[config.mk]
export PLATFORM = sky130hd
export DESIGN_NAME = gcm_counter
export DESIGN_NICKNAME = d
export VERILOG_FILES = /design/src/verilog/gcm_pkg.sv /design/src/verilog/gcm_counter.sv
export SDC_FILE = /design/constraint.sdc
export NUM_CORES = 1
export LEC_CHECK = 0
export BUFFER_PORTS_ARGS = -buffer_cell sky130_fd_sc_hd__buf_2
export CAP_MARGIN = 25
export CORE_MARGIN = 2
export CORE_UTILIZATION = 50
export DETAILED_ROUTE_END_ITERATION = 8
export PLACE_DENSITY = 0.82
export SLEW_MARGIN = 20
export SYNTH_ARGS = -nofsm -noshare
export SYNTH_HDL_FRONTEND = slang
export SYNTH_SLANG_ARGS = --single-unit
[constraint.sdc]
create_clock -name pclk -period 2.65 [get_ports pclk]
set_clock_uncertainty 0.1 [all_clocks]
set_input_delay 0.1325 -clock pclk [delete_from_list [all_inputs] [get_ports pclk]]
set_output_delay 0.1325 -clock pclk [all_outputs]
set_load 0.03 [all_outputs]
[src/verilog/gcm_pkg.sv]
// constants shared by the gated counter channel
package gcm_pkg;
  localparam int unsigned APB_AW = 8;
  // register byte offsets
  localparam logic [7:0] OFS_SETUP = 8'h00;
  localparam logic [7:0] OFS_PRESET = 8'h04;
  localparam logic [7:0] OFS_CAPTURE = 8'h08;
  localparam logic [7:0] OFS_COUNT = 8'h0C;
  localparam logic [7:0] OFS_CMD = 8'h10;
  localparam logic [7:0] OFS_STATUS = 8'h14;
  // values after reset
  localparam logic [15:0] SETUP_RST = 16'h0800;
  localparam logic [15:0] PRESET_RST = 16'h0000;
  localparam logic [15:0] CTR_RST = 16'h0000;
  // operating_setup_reg field positions
  localparam int unsigned F_PIN_LSB = 0;
  localparam int unsigned F_BCD = 3;
  localparam int unsigned F_UP = 4;
  localparam int unsigned F_CTL_LSB = 5;
  localparam int unsigned F_RETRIG = 7;
  localparam int unsigned F_POL = 12;
  localparam int unsigned F_GATE_LSB = 13;
  // gating field codes
  localparam logic [2:0] GATE_NONE = 3'h0;
  localparam logic [2:0] GATE_LVL_LO = 3'h5;
  localparam logic [2:0] GATE_EDGE_HI = 3'h6;
  localparam logic [2:0] GATE_EDGE_LO = 3'h7;
  // bits 7..5 patterns
  localparam logic [2:0] CTL_RETRIG_RPT = 3'h5;
  localparam logic [2:0] CTL_SAVE = 3'h0;
  // pin_behaviour_field codes
  localparam logic [2:0] PIN_LOW = 3'h0;
  localparam logic [2:0] PIN_TC_HI = 3'h1;
  localparam logic [2:0] PIN_TOGGLE = 3'h2;
  localparam logic [2:0] PIN_HIZ = 3'h4;
  localparam logic [2:0] PIN_TC_LO = 3'h5;
  // command register bit positions
  localparam int unsigned C_ARM = 0;
  localparam int unsigned C_DISARM = 1;
  localparam int unsigned C_LOAD = 2;
  localparam int unsigned C_SET = 3;
  localparam int unsigned C_CLR = 4;
  localparam int unsigned C_INIT = 5;
  // terminal values one count before terminal count
  localparam logic [15:0] TERM_DOWN = 16'h0001;
  localparam logic [15:0] TERM_BCD = 16'h9999;
  localparam logic [15:0] TERM_BIN = 16'hFFFF;
endpackage
[src/verilog/gcm_counter.sv]
// gated 16-bit counter channel with apb registers
`timescale 1ns/100ps
module gcm_counter (
  // apb slave
  input wire logic pclk,
  input wire logic presetn,
  input wire logic psel,
  input wire logic penable,
  input wire logic pwrite,
  input wire logic [gcm_pkg::APB_AW-1:0] paddr,
  input wire logic [31:0] pwdata,
  input wire logic [3:0] pstrb,
  output logic [31:0] prdata,
  output logic pready,
  output logic pslverr,
  // counter pins
  input wire logic src_in,
  input wire logic gate_in,
  output logic out_o,
  output logic out_oe,
  // state for neighbours
  output logic terminal_count_flag,
  output logic halved_terminal_count_wave
);
  import gcm_pkg::*;

  logic [15:0] setup_r, preset_r, capture_r, count_r;
  logic armed_r, running_r, pend_r, tc_r, toggle_r;
  logic [2:0] src_s_r, gate_s_r;
  logic src_f_r, src_d_r, gate_f_r, gate_lvl_d_r;
  logic pready_r, pslverr_r, out_r, out_oe_r;
  logic [31:0] prdata_r, rd_data;
  logic rd_ok, wr_ok;

  function automatic logic [15:0] step_val(input logic [15:0] v, input logic up, input logic bcd);
    logic [15:0] r;
    logic [3:0] d;
    logic cy;
    r = v;
    cy = 1'b1;
    if (!bcd) begin
      r = up ? v + 16'h0001 : v - 16'h0001;
    end else begin
      for (int i = 0; i < 4; i++) begin
        d = v[i*4 +: 4];
        if (cy && up) begin
          cy = (d == 4'h9);
          d = cy ? 4'h0 : d + 4'h1;
        end else if (cy) begin
          cy = (d == 4'h0);
          d = cy ? 4'h9 : d - 4'h1;
        end
        r[i*4 +: 4] = d;
      end
    end
    return r;
  endfunction

  function automatic logic is_term(input logic [15:0] v, input logic up, input logic bcd);
    if (!up) begin
      return v == TERM_DOWN;
    end
    return bcd ? (v == TERM_BCD) : (v == TERM_BIN);
  endfunction

  function automatic logic [15:0] merge16(input logic [15:0] old, input logic [31:0] d,
                                         input logic [3:0] s);
    logic [15:0] r;
    r = old;
    if (s[0]) begin
      r[7:0] = d[7:0];
    end
    if (s[1]) begin
      r[15:8] = d[15:8];
    end
    return r;
  endfunction

  // apb decode; a write lands at the edge that samples pready high
  logic acc, wr, setup_wr, preset_wr, cmd_wr;
  assign acc = psel && penable && pready_r;
  assign wr = acc && pwrite;
  assign setup_wr = wr && (paddr == OFS_SETUP);
  assign preset_wr = wr && (paddr == OFS_PRESET);
  assign cmd_wr = wr && (paddr == OFS_CMD) && pstrb[0];

  logic cmd_arm, cmd_disarm, cmd_load, cmd_set, cmd_clr, cmd_init, cmd_any;
  assign cmd_arm = cmd_wr && pwdata[C_ARM];
  assign cmd_disarm = cmd_wr && pwdata[C_DISARM];
  assign cmd_load = cmd_wr && pwdata[C_LOAD];
  assign cmd_set = cmd_wr && pwdata[C_SET];
  assign cmd_clr = cmd_wr && pwdata[C_CLR];
  assign cmd_init = cmd_wr && pwdata[C_INIT];
  assign cmd_any = cmd_wr;

  // mode decode
  logic [2:0] gate_code, ctl;
  logic gate_none, edge_mode, level_mode, sync_rate, one_shot, hw_save, retrig_en, gate_low;
  logic up, bcd;
  assign gate_code = setup_r[F_GATE_LSB +: 3];
  assign ctl = setup_r[F_CTL_LSB +: 3];
  assign up = setup_r[F_UP];
  assign bcd = setup_r[F_BCD];
  assign gate_none = (gate_code == GATE_NONE);
  assign edge_mode = (gate_code == GATE_EDGE_HI) || (gate_code == GATE_EDGE_LO);
  assign level_mode = !gate_none && !edge_mode;
  assign sync_rate = level_mode && (ctl == CTL_RETRIG_RPT);
  assign one_shot = edge_mode && (ctl == CTL_RETRIG_RPT);
  assign hw_save = edge_mode && (ctl == CTL_SAVE);
  assign retrig_en = !gate_none && setup_r[F_RETRIG];
  assign gate_low = (gate_code == GATE_LVL_LO) || (gate_code == GATE_EDGE_LO);

  // pin sampling: three stages, a level counts once stages two and three agree
  always_ff @(posedge pclk or negedge presetn) begin
    if (!presetn) begin
      src_s_r <= 3'h0;
      gate_s_r <= 3'h0;
      src_f_r <= 1'b0;
      src_d_r <= 1'b0;
      gate_f_r <= 1'b0;
    end else begin
      src_s_r <= {src_s_r[1:0], src_in};
      gate_s_r <= {gate_s_r[1:0], gate_in};
      if (src_s_r[1] == src_s_r[2]) begin
        src_f_r <= src_s_r[2];
      end
      if (gate_s_r[1] == gate_s_r[2]) begin
        gate_f_r <= gate_s_r[2];
      end
      src_d_r <= src_f_r;
    end
  end

  logic gate_lvl, gate_edge, src_edge, count_ok, cnt_ev, tc_trail, capture_ev;
  assign gate_lvl = gate_f_r ^ gate_low;
  assign gate_edge = gate_lvl && !gate_lvl_d_r;
  assign src_edge = (src_f_r != src_d_r) && (src_f_r == !setup_r[F_POL]);
  // level modes need the gate, edge modes a trigger, no gating only arm
  assign count_ok = gate_none ? armed_r : (edge_mode ? armed_r && running_r : armed_r && gate_lvl);
  assign cnt_ev = src_edge && count_ok;
  // trailing edge of terminal count is counted even when gated off or disarmed
  assign tc_trail = src_edge && tc_r;
  assign capture_ev = gate_edge && armed_r && (retrig_en || (hw_save && running_r));

  always_ff @(posedge pclk or negedge presetn) begin
    if (!presetn) begin
      gate_lvl_d_r <= 1'b0;
    end else begin
      gate_lvl_d_r <= gate_lvl;
    end
  end

  // setup register
  always_ff @(posedge pclk or negedge presetn) begin
    if (!presetn) begin
      setup_r <= SETUP_RST;
    end else if (cmd_init) begin
      setup_r <= SETUP_RST;
    end else if (setup_wr) begin
      setup_r <= merge16(setup_r, pwdata, pstrb);
    end
  end

  always_ff @(posedge pclk or negedge presetn) begin
    if (!presetn) begin
      preset_r <= PRESET_RST;
    end else if (preset_wr) begin
      preset_r <= merge16(preset_r, pwdata, pstrb);
    end
  end

  always_ff @(posedge pclk or negedge presetn) begin
    if (!presetn) begin
      capture_r <= CTR_RST;
    end else if (capture_ev) begin
      capture_r <= count_r;
    end
  end

  // counting core; commands come last so they win over hardware events
  always_ff @(posedge pclk or negedge presetn) begin
    if (!presetn) begin
      count_r <= CTR_RST;
      armed_r <= 1'b0;
      running_r <= 1'b0;
      pend_r <= 1'b0;
      tc_r <= 1'b0;
    end else begin
      if (tc_trail) begin
        tc_r <= 1'b0;
        count_r <= step_val(count_r, up, bcd);
      end else if (cnt_ev) begin
        if (pend_r) begin
          count_r <= preset_r;
          pend_r <= 1'b0;
        end else if (is_term(count_r, up, bcd)) begin
          count_r <= preset_r;
          tc_r <= 1'b1;
          if (edge_mode) begin
            running_r <= 1'b0;
          end else if (!setup_r[F_CTL_LSB]) begin
            armed_r <= 1'b0;
          end
        end else begin
          count_r <= step_val(count_r, up, bcd);
        end
      end
      // disarmed counters never see the gate edge
      if (gate_edge && armed_r && !gate_none) begin
        if (edge_mode) begin
          running_r <= 1'b1;
        end
        if (retrig_en) begin
          pend_r <= 1'b1;
        end
      end
      if (cmd_arm) begin
        armed_r <= 1'b1;
      end
      if (cmd_load) begin
        count_r <= preset_r;
        pend_r <= 1'b0;
      end
      if (cmd_disarm || cmd_init) begin
        armed_r <= 1'b0;
        running_r <= 1'b0;
        pend_r <= 1'b0;
      end
      if (cmd_init) begin
        tc_r <= 1'b0;
      end
    end
  end

  // toggled wave flips when terminal count ends, set and clear commands force it, holds otherwise
  always_ff @(posedge pclk or negedge presetn) begin
    if (!presetn) begin
      toggle_r <= 1'b0;
    end else if (cmd_set) begin
      toggle_r <= 1'b1;
    end else if (cmd_clr) begin
      toggle_r <= 1'b0;
    end else if (tc_trail) begin
      toggle_r <= !toggle_r;
    end
  end

  // output pin, registered so the pin never glitches on decode changes
  always_ff @(posedge pclk or negedge presetn) begin
    if (!presetn) begin
      out_r <= 1'b0;
      out_oe_r <= 1'b1;
    end else begin
      unique case (setup_r[F_PIN_LSB +: 3])
        PIN_LOW: begin
          out_r <= 1'b0;
          out_oe_r <= 1'b1;
        end
        PIN_TC_HI: begin
          out_r <= tc_r;
          out_oe_r <= 1'b1;
        end
        PIN_TC_LO: begin
          out_r <= !tc_r;
          out_oe_r <= 1'b1;
        end
        PIN_TOGGLE: begin
          out_r <= toggle_r;
          out_oe_r <= 1'b1;
        end
        default: begin
          out_r <= 1'b0;
          out_oe_r <= 1'b0;
        end
      endcase
    end
  end

  // apb read mux
  always_comb begin
    rd_data = 32'h0000_0000;
    rd_ok = 1'b1;
    wr_ok = 1'b1;
    unique case (paddr)
      OFS_SETUP: rd_data[15:0] = setup_r;
      OFS_PRESET: rd_data[15:0] = preset_r;
      OFS_CAPTURE: begin
        rd_data[15:0] = capture_r;
        wr_ok = 1'b0;
      end
      OFS_COUNT: begin
        rd_data[15:0] = count_r;
        wr_ok = 1'b0;
      end
      OFS_CMD: rd_data = 32'h0000_0000;
      OFS_STATUS: begin
        rd_data[4:0] = {toggle_r, tc_r, pend_r, running_r, armed_r};
        wr_ok = 1'b0;
      end
      default: begin
        rd_ok = 1'b0;
        wr_ok = 1'b0;
      end
    endcase
  end

  // one wait state: pready rises in the second access cycle
  always_ff @(posedge pclk or negedge presetn) begin
    if (!presetn) begin
      pready_r <= 1'b0;
      pslverr_r <= 1'b0;
      prdata_r <= 32'h0000_0000;
    end else if (psel && penable && !pready_r) begin
      pready_r <= 1'b1;
      pslverr_r <= pwrite ? !wr_ok : !rd_ok;
      prdata_r <= (pwrite || !rd_ok) ? 32'h0000_0000 : rd_data;
    end else begin
      pready_r <= 1'b0;
      pslverr_r <= 1'b0;
      prdata_r <= 32'h0000_0000;
    end
  end

  assign prdata = prdata_r;
  assign pready = pready_r;
  assign pslverr = pslverr_r;
  assign out_o = out_r;
  assign out_oe = out_oe_r;
  assign terminal_count_flag = tc_r;
  assign halved_terminal_count_wave = toggle_r;
endmodule

== Word-level counts from Yosys, hierarchy flattened ==
Index checks and enable logic that the tools add are counted.

* Flip-flop bits (word level): 115
* Input bits: 51
* Output and inout port bits: 38
* Logic and storage cells: 258

* Add/subtract/negate cells: 10
* Equality and inequality tests: 33
* Multiplexer cells: 115
* Bitwise operators: 1
* Reduce and logical (&&, ||, !) cells: 74

{| class="wikitable"
|+ Operator list
! cell !! count
|-
| $mux 16 || 11
|-
| $mux 4 || 21
|-
| $mux 1 || 77
|-
| $pmux 11 s4 || 1
|-
| $eq 16x16->1 const B || 2
|-
| $logic_and 1x1->1 || 32
|-
| $mux 32 || 1
|-
| $pmux 5 s5 || 1
|-
| $ne 7x1->1 const B || 3
|-
| $reduce_bool 3->1 || 6
|-
| $add 16x1->16 const B || 1
|-
| $add 4x1->4 const B || 4
|-
| $eq 16x1->1 const B || 1
|-
| $eq 4x4->1 const B || 4
|-
| $eq 8x4->1 const B || 2
|-
| $eq 8x5->1 const B || 2
|-
| $logic_not 4->1 || 4
|-
| $mux 8 || 2
|-
| $sub 16x1->16 const B || 1
|-
| $sub 4x1->4 const B || 4
|-
| $ne 5x3->1 const B || 3
|-
| $eq 3x3->1 const B || 4
|-
| $reduce_and 3->1 || 4
|-
| $logic_not 3->1 || 3
|-
| other kinds (18) || 39
|}

== Logic depth before layout (Yosys ltp) ==
Gate-level depths: netlist (run 1).

* Word-level depth: 39
* Depth in mapped cells: 12
* Depth with buffers taken out: 9

== Least setup slack after synthesis (run 1) ==
OpenSTA, ideal clock, no wires.

* Path kind: reg2reg
* From: reg count_r[1]
* To: reg count_r[13]
* Setup time: 0.123 ns
* Arrival time: 2.350 ns
* Data required time: 2.427 ns
* Slack: 0.077 ns
* Cell stages (with the launch flop): 13
* Buffers on the path: 3
* Clock period less this slack: 2.573 ns
* Cells stage by stage: dfrtp_1 > clkbuf_1 > inv_1 > ha_1 > nand4b_1 > buf_2 > or4_1 > buf_2 > nor3b_1 > o21ai_0 > and3b_1 > o211ai_1 > o221a_2

* Longest elaborated chain between the ends: 29
* Elaborated cells between the ends (all ways): 61
* Classes of those cells: add/sub: 2; eq/ne: 6; mux: 45; reduce/logical: 8

{| class="wikitable"
|+ Ends and longest elaborated chain
! item !! RTL line !! text
|-
| start, declared || gcm_counter.sv:27 || <nowiki>logic [15:0] setup_r, preset_r, capture_r, count_r;</nowiki>
|-
| start signal, assigned || gcm_counter.sv:191 || <nowiki>count_r <= step_val(count_r, up, bcd);</nowiki>
|-
| start signal, assigned || gcm_counter.sv:194 || <nowiki>count_r <= preset_r;</nowiki>
|-
| start signal, assigned || gcm_counter.sv:197 || <nowiki>count_r <= preset_r;</nowiki>
|-
| $eq 4x4->1 / $logic_not 4->1 (equally long branches) || gcm_counter.sv:47, gcm_counter.sv:50 ||
|-
| $mux 1 || gcm_counter.sv:46 || <nowiki>if (cy && up) begin</nowiki>
|-
| $mux 1 || gcm_counter.sv:41 || <nowiki>if (!bcd) begin</nowiki>
|-
| $mux 1 || gcm_counter.sv:196 || <nowiki>end else if (is_term(count_r, up, bcd)) begin</nowiki>
|-
| $mux 1 || gcm_counter.sv:193 || <nowiki>if (pend_r) begin</nowiki>
|-
| $mux 1 || gcm_counter.sv:192 || <nowiki>end else if (cnt_ev) begin</nowiki>
|-
| $mux 1 || gcm_counter.sv:189 || <nowiki>if (tc_trail) begin</nowiki>
|-
| $mux 1 / $logic_and 1x1->1 (equally long branches) || gcm_counter.sv:49, gcm_counter.sv:46 ||
|-
| [... 13 more ...] || n/a ||
|-
| $logic_and 1x1->1 || gcm_counter.sv:46 ||
|-
| $mux 4 || gcm_counter.sv:46 ||
|-
| $mux 16 || gcm_counter.sv:41 ||
|-
| $mux 16 || gcm_counter.sv:196 ||
|-
| $mux 16 || gcm_counter.sv:193 ||
|-
| $mux 16 || gcm_counter.sv:192 ||
|-
| $mux 16 || gcm_counter.sv:189 ||
|-
| $mux 16 || gcm_counter.sv:220 || <nowiki>if (cmd_load) begin</nowiki>
|}

Several ways; a longest one is shown, not always the timed one. The select of a mux whose other input is x is not followed.
A chain may end at the register's enable or synchronous reset.

== Worst setup path in the final report (run 1) ==
* From: reg count_r[9]
* To: reg count_r[7]

* Longest elaborated chain between the ends: 11
* Elaborated cells between the ends (all ways): 16
* Classes of those cells: eq/ne: 4; mux: 11; reduce/logical: 1

{| class="wikitable"
|+ Ends and longest elaborated chain
! item !! RTL line !! text
|-
| $eq 16x16->1 / $eq 16x1->1 (equally long branches) || gcm_counter.sv:63, gcm_counter.sv:61 ||
|-
| $mux 1 (on tied branches) || gcm_counter.sv:63, gcm_counter.sv:60 ||
|-
| $mux 1 (*) || gcm_counter.sv:63 || <nowiki>return bcd ? (v == TERM_BCD) : (v == TERM_BIN);</nowiki>
|-
| $mux 1 (*) || gcm_counter.sv:193 ||
|-
| $mux 1 (*) || gcm_counter.sv:192 ||
|-
| $mux 1 (*) || gcm_counter.sv:189 ||
|-
| $mux 16 || gcm_counter.sv:196 ||
|-
| $mux 16 || gcm_counter.sv:193 ||
|-
| $mux 16 || gcm_counter.sv:192 ||
|-
| $mux 16 || gcm_counter.sv:189 ||
|-
| $mux 16 || gcm_counter.sv:220 ||
|}

Every way passes the cells marked *; elsewhere a longest branch is shown, timed or not. The select of a mux whose other input is x is not followed.

==> metrics.md, run 1 <==
| Metric | Value |
|---|---|
| CTS tree | `yes` |
| Complex-gate fraction of the synthesized area | `0.166` |
| Fin crit share | `0.960` |
| First-pass GRT wire length | `between 20000 and 30000 um` |
| Clk pin slew, worst setup/hold paths | `about 0.07 ns` |
| Critical register-to-register path startpoint | `count_r[9]` |
| Pwr dens | `653 nW/um^2` |
| Nets | `approximately 750` |
| Crit-path slowest cell | `dfrtp_1` |
| CP required | `~2.8 ns` |
| Worst path depth | `7` |
| Reg-to-reg endpoint | `count_r[7]` |
| Mapped Avg Cell Area | `around 10 sq um` |
| Layout cells sized above 1 | `0.288` |
| Multiplexer share of the synthesized area | `0.136` |
| Sequential Power Share | `0.370` |
| Sw Share | `0.354` |
| Hold depth | `4` |
| CTS Root Cell | `clkbuf_16` |
| Clock power share | `0.285` |
| Largest net degree at the start of global routing | `55` |
| Routed Antenna Nets | `0` |
| Drt wl/cell | `between 20 and 25 um` |
| Reg2Reg Depth | `7` |
| Inserted Clock Buffers | `9` |
| DRC violations left | `0` |
| DRT iter0 DRCs | `a little over 700` |
| Die Ht | `114 um` |
| Largest family of logic cells by synthesized area | `simple AND/OR/NAND/NOR gates` |
| GP Congestion | `0.952` |
| CTS Buffer Depth | `2` |
| Simple-Gate Fraction of Synth Area | `0.185` |
| Fin cells | `846` |
| Setup WS post-layout | `approximately 0.11 ns` |
| Placed cell count | `812` |
| Starting Density | `0.509` |
| Fmax | `slightly below 400 MHz` |
| Synth Cell Area | `6060 sq um` |
| Vias in the first global route | `about 5300` |
| Post-synth ARST share | `1.00` |
| Combinational share of power | `0.345` |
| Grt total ovfl | `0` |
| Static leakage | `3.38 nW` |
| Fraction of synthesized cell area in xor and xnor cells | `0.0202` |
| # IOs | `about 90` |
| Fin util | `0.599` |
| CP Launch Type | `flop` |
| Hold path start | `penable` |
| Crit path capture type | `flop` |
| Post-place setup slack | `about 0.058 ns` |
| Antenna cells | `0` |
| Final Instance Area | `roughly 7000 sq um` |
| Max_cap viols | `0` |
| Fill cell count | `about 940` |
| Worst-Margin Slew | `roughly 0.70 ns` |
| CP Max Fanout | `8` |
| HPWL after DPL | `12300 um` |
| Switching Power | `approximately 1.7 mW` |
| Buffers and inverters on the worst path | `0` |
| Library cells used by synthesis | `80` |
| Initial antenna violation count | `0` |
| Htree depth | `3` |
| Die area | `13000 sq um` |
| Relative slew margins | `0.529` |
| Final-report max-slew violation count | `0` |
| Final Hold Viols | `0` |
| Clk Latency, worst-skew pair | `between 0.3 and 0.4 ns` |
| Final setup viols | `0` |
| Minimum clock period after layout | `between 2 and 3 ns` |
| Final hold slack | `0.0160 ns` |
| Share of the synthesized area in the top cell type | `0.401` |
| Ys flop type | `dfrtp_1` |
| Sequential share of the synthesized area | `0.409` |
| Top cell family by delay on the critical path | `compound AO/OA/AOI/OAI gates` |
| Post-synth EDFFs | `0` |
| Gr usage total | `0.277` |
| HP Class | `input pin to flop` |
| P_int | `3.01 mW` |
| FF-to-FF setup slack | `about 0.11 ns` |
| Max incr delay on CP | `0.47 ns` |
| Synthesis Warnings | `0` |
| Row count | `40` |
| WL final | `between 15000 and 20000 um` |
| Placed Area | `6630 sq um` |
| WS Path Type | `flop to flop` |
| Crit-path cells | `or2_2, nor3_2, nand4_1, a31o_1, a31o_2, a22oi_1, o21ai_0` |
| Layout overhead on the synthesized area | `17.8%` |
| Hold Path End | `pready` |
| Die Span X | `about 110 um` |
| Synth Area in Adders | `0.0116` |
| Yosys reg bits | `99` |
| Placeable Area | `~12000 sq um` |
| Vias per cell | `~6.5` |
| Status | `completed` |
| Drt first pass iters | `6` |
| # port buffers | `54` |
| Post-synthesis cell count | `612` |
| Arr. time, crit path | `approximately 2.7 ns` |
| Maximum VDD drop | `0.478 mV` |
| Via count | `about 5500` |
| Area contributors post-synth | `dfrtp_1, mux2_2, mux4_2` |
| Post-synth top area cell | `dfrtp_1` |
| Sink Count | `99` |
layout by cell type (no fill, tap or decap), drive strengths merged, types with 8 or more instances in the layout:
| cell | synthesis | final |
|---|---|---|
| dlygate4sd3 | 0 | 18 |
| nor4 | 8 | 8 |
| o21ai | 36 | 36 |
| nor2 | 35 | 35 |
| xnor2 | 8 | 8 |
| nor3 | 15 | 15 |
| mux2 | 38 | 38 |
| buf | 38 | 104 |
| clkbuf | 28 | 10 |
| a31oi | 8 | 8 |
| mux2i | 15 | 15 |
| mux4 | 11 | 11 |
| nand2 | 52 | 52 |
| a22oi | 11 | 11 |
| and3 | 16 | 16 |
| nand3 | 22 | 22 |
| inv | 19 | 21 |
| conb | 1 | 16 |
| a21oi | 24 | 24 |
| dfrtp | 97 | 97 |
cell type report:
| type | count | area (sq um) | share of cell area |
|---|---|---|---|
| multi-input combinational | 443 | 3240 | 0.454 |
| tap | 147 | 184 | 0.0258 |
| sequential | 99 | 2480 | 0.348 |
| clock inverter | 6 | 62.6 | 0.00877 |
| clock buffer | 10 | 229 | 0.0321 |
| timing repair buffer | 122 | 866 | 0.121 |
| inverter | 19 | 71.3 | 0.0100 |
sequential cells by signal (all words and copies together) (netlist names):
register / count
armed_r: 1
capture_r: 16
count_r: 16
gate_f_r: 1
gate_lvl_d_r: 1
gate_s_r: 3
halved_terminal_count_wave: 1
out_o: 1
out_oe: 1
pend_r: 1
prdata: 16
pready: 1
preset_r: 16
pslverr: 1
running_r: 1
setup_r: 16
src_d_r: 1
src_f_r: 1
src_s_r: 3
terminal_count_flag: 1
cells in the mapped netlist (11+ instances only):
cell      instances
mux2_2           38
buf_4            18
a22oi_1          11
clkbuf_1         28
a21oi_1          24
nor3_1           12
nand3_1          22
o21ai_0          34
buf_2            15
and3_1           16
mux4_2           11
dfrtp_1          97
mux2i_1          15
nor2_1           32
inv_1            19
nand2_1          51
layer usage:
metal	vias to the layer above	part of all wire	GRT usage	wire length (um)
met5	-	0	0.00784	0
met4	0	0.034	0.123	588
met3	68	0.090	0.0641	1570
met2	369	0.49	0.452	8630
met1	2677	0.38	0.354	6680
li1	2389	-	-	-
power by group through the flow:
stage / combinational, mW / sequential, mW / clock, mW
floorplan: 1.02 / 1.73 / 0
global placement: 1.47 / 1.74 / 0
detailed placement: 1.52 / 1.75 / 0
CTS: 1.56 / 1.72 / 1.32
global route: 1.73 / 1.74 / 1.40
finish: 1.61 / 1.72 / 1.33
tightest hold or removal path: cells and delay by family:
family	cells	cell delay [ns]
buffers and inverters	2	0.14
and+or+nand+nor	2	0.16
metrics by stage:
step | total power [mW] | setup TNS, ns
floorplan | 2.75 | 0
global placement | 3.21 | 0
detailed placement | 3.27 | 0
CTS | 4.60 | 0
global route | 4.86 | -0.00282
finish | 4.66 | 0
worst max-delay path by stage:
stage / start / to
after floorplan: count_r[1] / count_r[13]
after global placement: count_r[2] / count_r[5]
after detailed placement: count_r[2] / count_r[6]
after CTS: count_r[2] / count_r[6]
after global routing: count_r[9] / count_r[6]
final: count_r[9] / count_r[7]
logic make-up (layout without fill, tap and decap cells):
| kind of cell | count (synthesis) | after routing |
|---|---|---|
| and+or+nand+nor | 204 | 204 |
| AOI/OAI and AO/OA | 139 | 139 |
| DFF | 99 | 99 |
| buffers and inverters | 85 | 157 |
| muxes | 64 | 64 |
| xor gates and xnor gates | 14 | 14 |
| adders and majority gates | 6 | 6 |
| other | 1 | 16 |
timing repair:
action,CTS,global route
setup endpoints to repair,0,7
gates resized for setup,0,7
setup buffers,0,0
hold buffers,18,0
endpoints found under the hold margin,82,0
Note: power is estimated with default switching activity, not from simulation.
==> inputs of run 2 (changes only) <==
--- a/config.mk
+++ b/config.mk
@@ -10,7 +10,7 @@
 export CORE_MARGIN = 2
 export CORE_UTILIZATION = 50
 export DETAILED_ROUTE_END_ITERATION = 8
-export PLACE_DENSITY = 0.82
+export PLACE_DENSITY = 0.79
 export SLEW_MARGIN = 20
 export SYNTH_ARGS = -nofsm -noshare
 export SYNTH_HDL_FRONTEND = slang
==> constraint.sdc (replaced) <==
create_clock -name pclk -period 3 [get_ports pclk]
set_clock_uncertainty 0.1 [all_clocks]
set_input_delay 0.15 -clock pclk [delete_from_list [all_inputs] [get_ports pclk]]
set_output_delay 0.15 -clock pclk [all_outputs]
set_load 0.03 [all_outputs]
==> run 2 against run 1 <==
Sequential share of layout area is 0.88 points higher. Setup slack better by 0.16 ns. Critical path depth is 2 higher. Maximum frequency is 6.8% lower. Cell count is 2.1% lower. Sequential cell count stayed put. Combinational power is 27% lower. Sequential power is 5% lower. Global-route usage is 1.9 points lower. Register-to-register slack better by 0.16 ns. Routed wire length is 7.1% lower.
==> metrics.md, run 2 (synthesis results as in run 1) <==
| Metric | Value |
|---|---|
| Max incr delay on CP | `between 0.6 and 0.7 ns` |
| Htree depth | `3` |
| Clock power share | `0.291` |
| Status | `completed` |
| # IOs | `around 90` |
| First-pass GRT wire length | `26300 um` |
| Maximum VDD drop | `a little under 0.4 mV` |
| # port buffers | `54` |
| CTS Root Cell | `clkbuf_16` |
| Relative slew margins | `0.548` |
| HP Class | `input pin to flop` |
| Static leakage | `about 3.3 nW` |
| Placeable Area | `about 12000 sq um` |
| Sequential Power Share | `0.413` |
| CP required | `between 3 and 4 ns` |
| RSZ-0062 raised after global routing | `no` |
| Clk pin slew, worst setup/hold paths | `~0.070 ns` |
| DRC violations left | `0` |
| Inserted Clock Buffers | `9` |
| Grt total ovfl | `0` |
| Arr. time, crit path | `about 2.9 ns` |
| GP Congestion | `between 0.9 and 1` |
| Drt first pass iters | `6` |
| Vias in the first global route | `about 5000` |
| Routed Antenna Nets | `0` |
| Post_cts resized | `0` |
| Layout overhead on the synthesized area | `14.8%` |
| DRT iter0 DRCs | `507` |
| CP startpoint | `count_r[1]` |
| Final hold slack | `roughly 0.018 ns` |
| HPWL after DPL | `~12000 um` |
| Most common cell after layout, fill and taps aside | `dfrtp_1` |
| Die area | `13000 sq um` |
| Starting Density | `0.509` |
| Fmax | `~370 MHz` |
| Buffers and inverters on the worst path | `1` |
| Nets | `730` |
| Largest net degree at the start of global routing | `52` |
| Most frequent cells in the layout | `dfrtp_1, buf_2, nand2_1, mux2_2, o21ai_0` |
| Crit-path slowest cell | `or4_1` |
| WL final | `approximately 16000 um` |
| Final Hold Viols | `0` |
| Minimum clock period after layout | `about 2.7 ns` |
| Die Ht | `approximately 110 um` |
| CTS Buffer Depth | `2` |
| Initial antenna violation count | `0` |
| Final-report max-slew violation count | `0` |
| Drt wl/cell | `between 15 and 20 um` |
| Top cell family by delay on the critical path | `simple AND/OR/NAND/NOR gates` |
| Fin crit share | `0.910` |
| Critical register-to-register path startpoint | `count_r[1]` |
| Final setup viols | `0` |
| Clk Latency, worst-skew pair | `approximately 0.35 ns` |
| Total power | `approximately 4 mW` |
| WS Path Type | `flop to flop` |
| Layout cells sized above 1 | `0.259` |
| Crit-path cells | `inv_1, ha_1, nand4b_1, or4_1, mux2i_1, o21ai_0, o22ai_1, nand3_1, o221a_2` |
| CTS tree | `yes` |
| Row count | `40` |
| Sw Share | `0.351` |
| Hold path start | `pwdata[2]` |
| Fin Setup TNS | `0 ns` |
| Vias per cell | `roughly 6.4` |
| Max_cap viols | `0` |
| Pwr dens | `569 nW/um^2` |
| CP Launch Type | `flop` |
| Sink Count | `99` |
| Gr usage total | `0.258` |
| Via count | `between 5000 and 6000` |
| Switching Power | `roughly 1.4 mW` |
| Combinational share of power | `0.296` |
| Crit path capture type | `flop` |
| P_int | `between 2 and 3 mW` |
| Worst-Margin Slew | `0.671 ns` |
| CP Max Fanout | `9` |
| Die Span X | `114 um` |
-- run 2: changes by cell type in the layout (fill, tap and decap cells not counted), sizes merged --
cell / previous run / this run
clkinv: 3 / 1
clkbuf: 10 / 11
clkinvlp: 0 / 1
dlygate4sd3: 18 / 17
diode: 0 / 1
buf: 104 / 86
-- run 2: per-stage QoR --
step / util / instance area, sq um / std cells / worst slack [ns]
2_1_floorplan: - / 6110 / 627 / 0.427
3_3_place_gp: 0.543 / 6460 / 793 / 0.411
3_5_place_dp: 0.545 / 6490 / 794 / 0.355
4_1_cts: 0.584 / 6960 / 827 / 0.322
5_1_grt: 0.584 / 6960 / 827 / 0.151
6_report: 0.584 / 6960 / 828 / 0.270
-- run 2: power by group through the flow --
stage               Clock, mW  Combinational (mW)  Sequential [mW]
finish                   1.15                1.17             1.63
global route             1.21                1.27             1.66
CTS                      1.16                1.15             1.62
detailed placement          0                1.13             1.65
global placement            0                1.08             1.64
floorplan                   0               0.899             1.53
-- run 2: path summary, 6_finish.rpt --
kind | depth (start not counted) | slack, ns | to
max reg2reg | 9 | 0.27 | count_r[14]
min reg2reg | 0 | 0.26 | src_s_r[1]
max | 9 | 0.27 | count_r[14]
min | 3 | 0.02 | setup_r[2]
min in group asynchronous | 2 | 0.23 | pready
max in group asynchronous | 4 | 1.72 | prdata[5]
-- run 2: area by class of cell --
class	count	area, sq um
tap	147	184
inverter	19	71.3
timing repair buffer	103	716
sequential	99	2480
antenna	1	2.50
clock inverter	5	60.1
multi-input combinational	443	3210
clock buffer	11	233
fill	978	4950
-- run 2: what timing repair did --
action,CTS,global route
hold endpoints to repair,71,0
hold buffers,17,0
buffers inserted,0,0
-- run 2: worst reg2reg max path, stage by stage, from the launching register on --
cell	delay, ns
dfrtp_1	0.38
inv_1	0.12
ha_1	0.29
nand4b_1	0.19
or4_1	0.65
mux2i_1	0.28
o21ai_0	0.12
o22ai_1	0.21
nand3_1	0.11
o221a_2	0.15
-- run 2: routing by layer --
metal / global-route usage / part of all wire
met3: 0.0445 / 0.082
met2: 0.427 / 0.49
met5: 0 / 0
met1: 0.341 / 0.40
met4: 0.0992 / 0.028
==> inputs of run 3 (changes only) <==
--- a/config.mk
+++ b/config.mk
@@ -8,9 +8,9 @@
 export BUFFER_PORTS_ARGS = -buffer_cell sky130_fd_sc_hd__buf_2
 export CAP_MARGIN = 25
 export CORE_MARGIN = 2
-export CORE_UTILIZATION = 50
+export CORE_UTILIZATION = 40
 export DETAILED_ROUTE_END_ITERATION = 8
-export PLACE_DENSITY = 0.79
+export PLACE_DENSITY = 0.67
 export SLEW_MARGIN = 20
 export SYNTH_ARGS = -nofsm -noshare
 export SYNTH_HDL_FRONTEND = slang
==> run 3 against run 2 <==
The flow now finishes with violations (negative hold slack). Clock-buffer cell count down 1. Cell count up 3.7%. Maximum frequency down 3.1%. Largest cell class unchanged. Global-route usage down 4.7 points. Cell area up 0.40%.
==> metrics.md, run 3 (synthesis results as in run 1) <==
| Metric | Value |
|---|---|
| Layout cells sized above 1 | `0.258` |
| Fin Setup TNS | `0 ns` |
| CTS tree | `yes` |
| Crit path capture type | `flop` |
| DRT iter0 DRCs | `between 300 and 400` |
| Crit-path slowest cell | `dfrtp_1` |
| # port buffers | `54` |
| Die Ht | `between 100 and 150 um` |
| Gr usage total | `0.211` |
| Arr. time, crit path | `2.94 ns` |
| DRC violations left | `0` |
| RSZ-0062 raised after global routing | `no` |
| Die Span X | `approximately 130 um` |
| Most frequent cells in the layout | `dfrtp_1, buf_2, nand2_1, mux2_2, o21ai_0` |
| Top cell family by delay on the critical path | `simple AND/OR/NAND/NOR gates` |
| Final Hold Viols | `1` |
| Initial antenna violation count | `0` |
| Total power | `slightly above 4 mW` |
| Max incr delay on CP | `approximately 0.57 ns` |
| Crit-path cells | `or2_2, nor3_2, nand4_1, a31o_1, a31o_1, and2_0, a221o_1` |
| CP required | `approximately 3.1 ns` |
| Max_cap viols | `0` |
| Maximum VDD drop | `about 0.33 mV` |
| Fin util | `0.477` |
| Grt total ovfl | `0` |
| Post_cts resized | `0` |
| Final hold slack | `-0.00509 ns` |
| Final Instance Area | `roughly 7000 sq um` |
| CTS Root Cell | `clkbuf_16` |
| Reg2Reg Depth | `7` |
| Clk Latency, worst-skew pair | `0.34 ns` |
| Vias in the first global route | `about 5200` |
| Status | `complete, but fails checks` |
| WS Path Type | `flop to flop` |
| Hold path start | `pwdata[4]` |
| Relative slew margins | `0.491` |
| Hold Path End | `preset_r[4]` |
| Largest net degree at the start of global routing | `59` |
| CP Launch Type | `flop` |
| CP Max Fanout | `18` |
| Routed Antenna Nets | `0` |
| Fmax | `around 360 MHz` |
| Fin cells | `between 800 and 900` |
| Sink Count | `between 90 and 100` |
| Critical register-to-register path startpoint | `count_r[10]` |
| Die area | `between 15000 and 20000 sq um` |
| Setup WS post-layout | `0.183 ns` |
| Minimum clock period after layout | `roughly 2.8 ns` |
| Pwr dens | `585 nW/um^2` |
| CTS Buffer Depth | `2` |
| First-pass GRT wire length | `between 20000 and 30000 um` |
| Fin crit share | `0.939` |
| Placed Area | `~6500 sq um` |
| Inserted Clock Buffers | `9` |
| Most used cell along the critical path | `a31o_1` |
| Placeable Area | `14600 sq um` |
| Clk pin slew, worst setup/hold paths | `0.06 ns` |
| Failing checks | `negative hold slack` |
| # IOs | `89` |
| Nets | `about 730` |
| Final setup viols | `0` |
| HPWL after DPL | `approximately 12000 um` |
| Worst-Margin Slew | `0.764 ns` |
| Antenna cells | `0` |
| Most common cell after layout, fill and taps aside | `dfrtp_1` |
| Post-place setup slack | `between 0.2 and 0.3 ns` |
| Reg-to-reg endpoint | `count_r[10]` |
| FF-to-FF setup slack | `0.18 ns` |
| Static leakage | `approximately 3.3 nW` |
| Starting Density | `0.414` |
| Htree depth | `3` |
| Layout overhead on the synthesized area | `15.3%` |
| Vias per cell | `roughly 6` |
| Final-report max-slew violation count | `0` |
| HP Class | `input pin to flop` |
| Hold depth | `2` |
| Placed cell count | `829` |
| Row count | `44` |
| Drt first pass iters | `5` |
| GP Congestion | `just over 0.9` |
| WL final | `approximately 17000 um` |
| Drt wl/cell | `about 19 um` |
| Via count | `~5100` |
| Buffers and inverters on the worst path | `0` |
[run 3: worst max-delay path by stage]
| stage | start | end | slack (ns) | depth (start not counted) |
|---|---|---|---|---|
| 2_1_floorplan | count_r[1] | count_r[13] | 0.43 | 12 |
| 3_3_place_gp | count_r[10] | count_r[10] | 0.33 | 7 |
| 3_5_place_dp | count_r[10] | count_r[10] | 0.27 | 7 |
| 4_1_cts | count_r[10] | count_r[10] | 0.25 | 7 |
| 5_1_grt | count_r[10] | count_r[5] | 0.10 | 7 |
| 6_report | count_r[10] | count_r[10] | 0.18 | 7 |
[run 3: final cells by class]
cell class | count | area, sq um
Clock buffer | 10 | 229
Clock inverter | 5 | 103
Multi-Input combinational cell | 443 | 3210
Timing Repair Buffer | 99 | 661
Sequential cell | 99 | 2480
Tap cell | 184 | 230
Inverter | 19 | 71.3
Fill cell | 1345 | 7660
[run 3: layer usage]
metal  share of wire  GRT usage
met1            0.44      0.288
met2            0.49      0.347
met3           0.055     0.0297
met4           0.022     0.0718
met5               0          0
[run 3: power by group]
group | switching [mW] | internal, mW | leakage (nW)
registers | 0.206 | 1.43 | 1.27
clock network | 0.485 | 0.809 | 0.159
logic | 0.680 | 0.482 | 1.84
[run 3: repair_timing]
item,CTS,global route
setup buffers,0,0
hold endpoints to repair,78,0
hold buffers,15,0
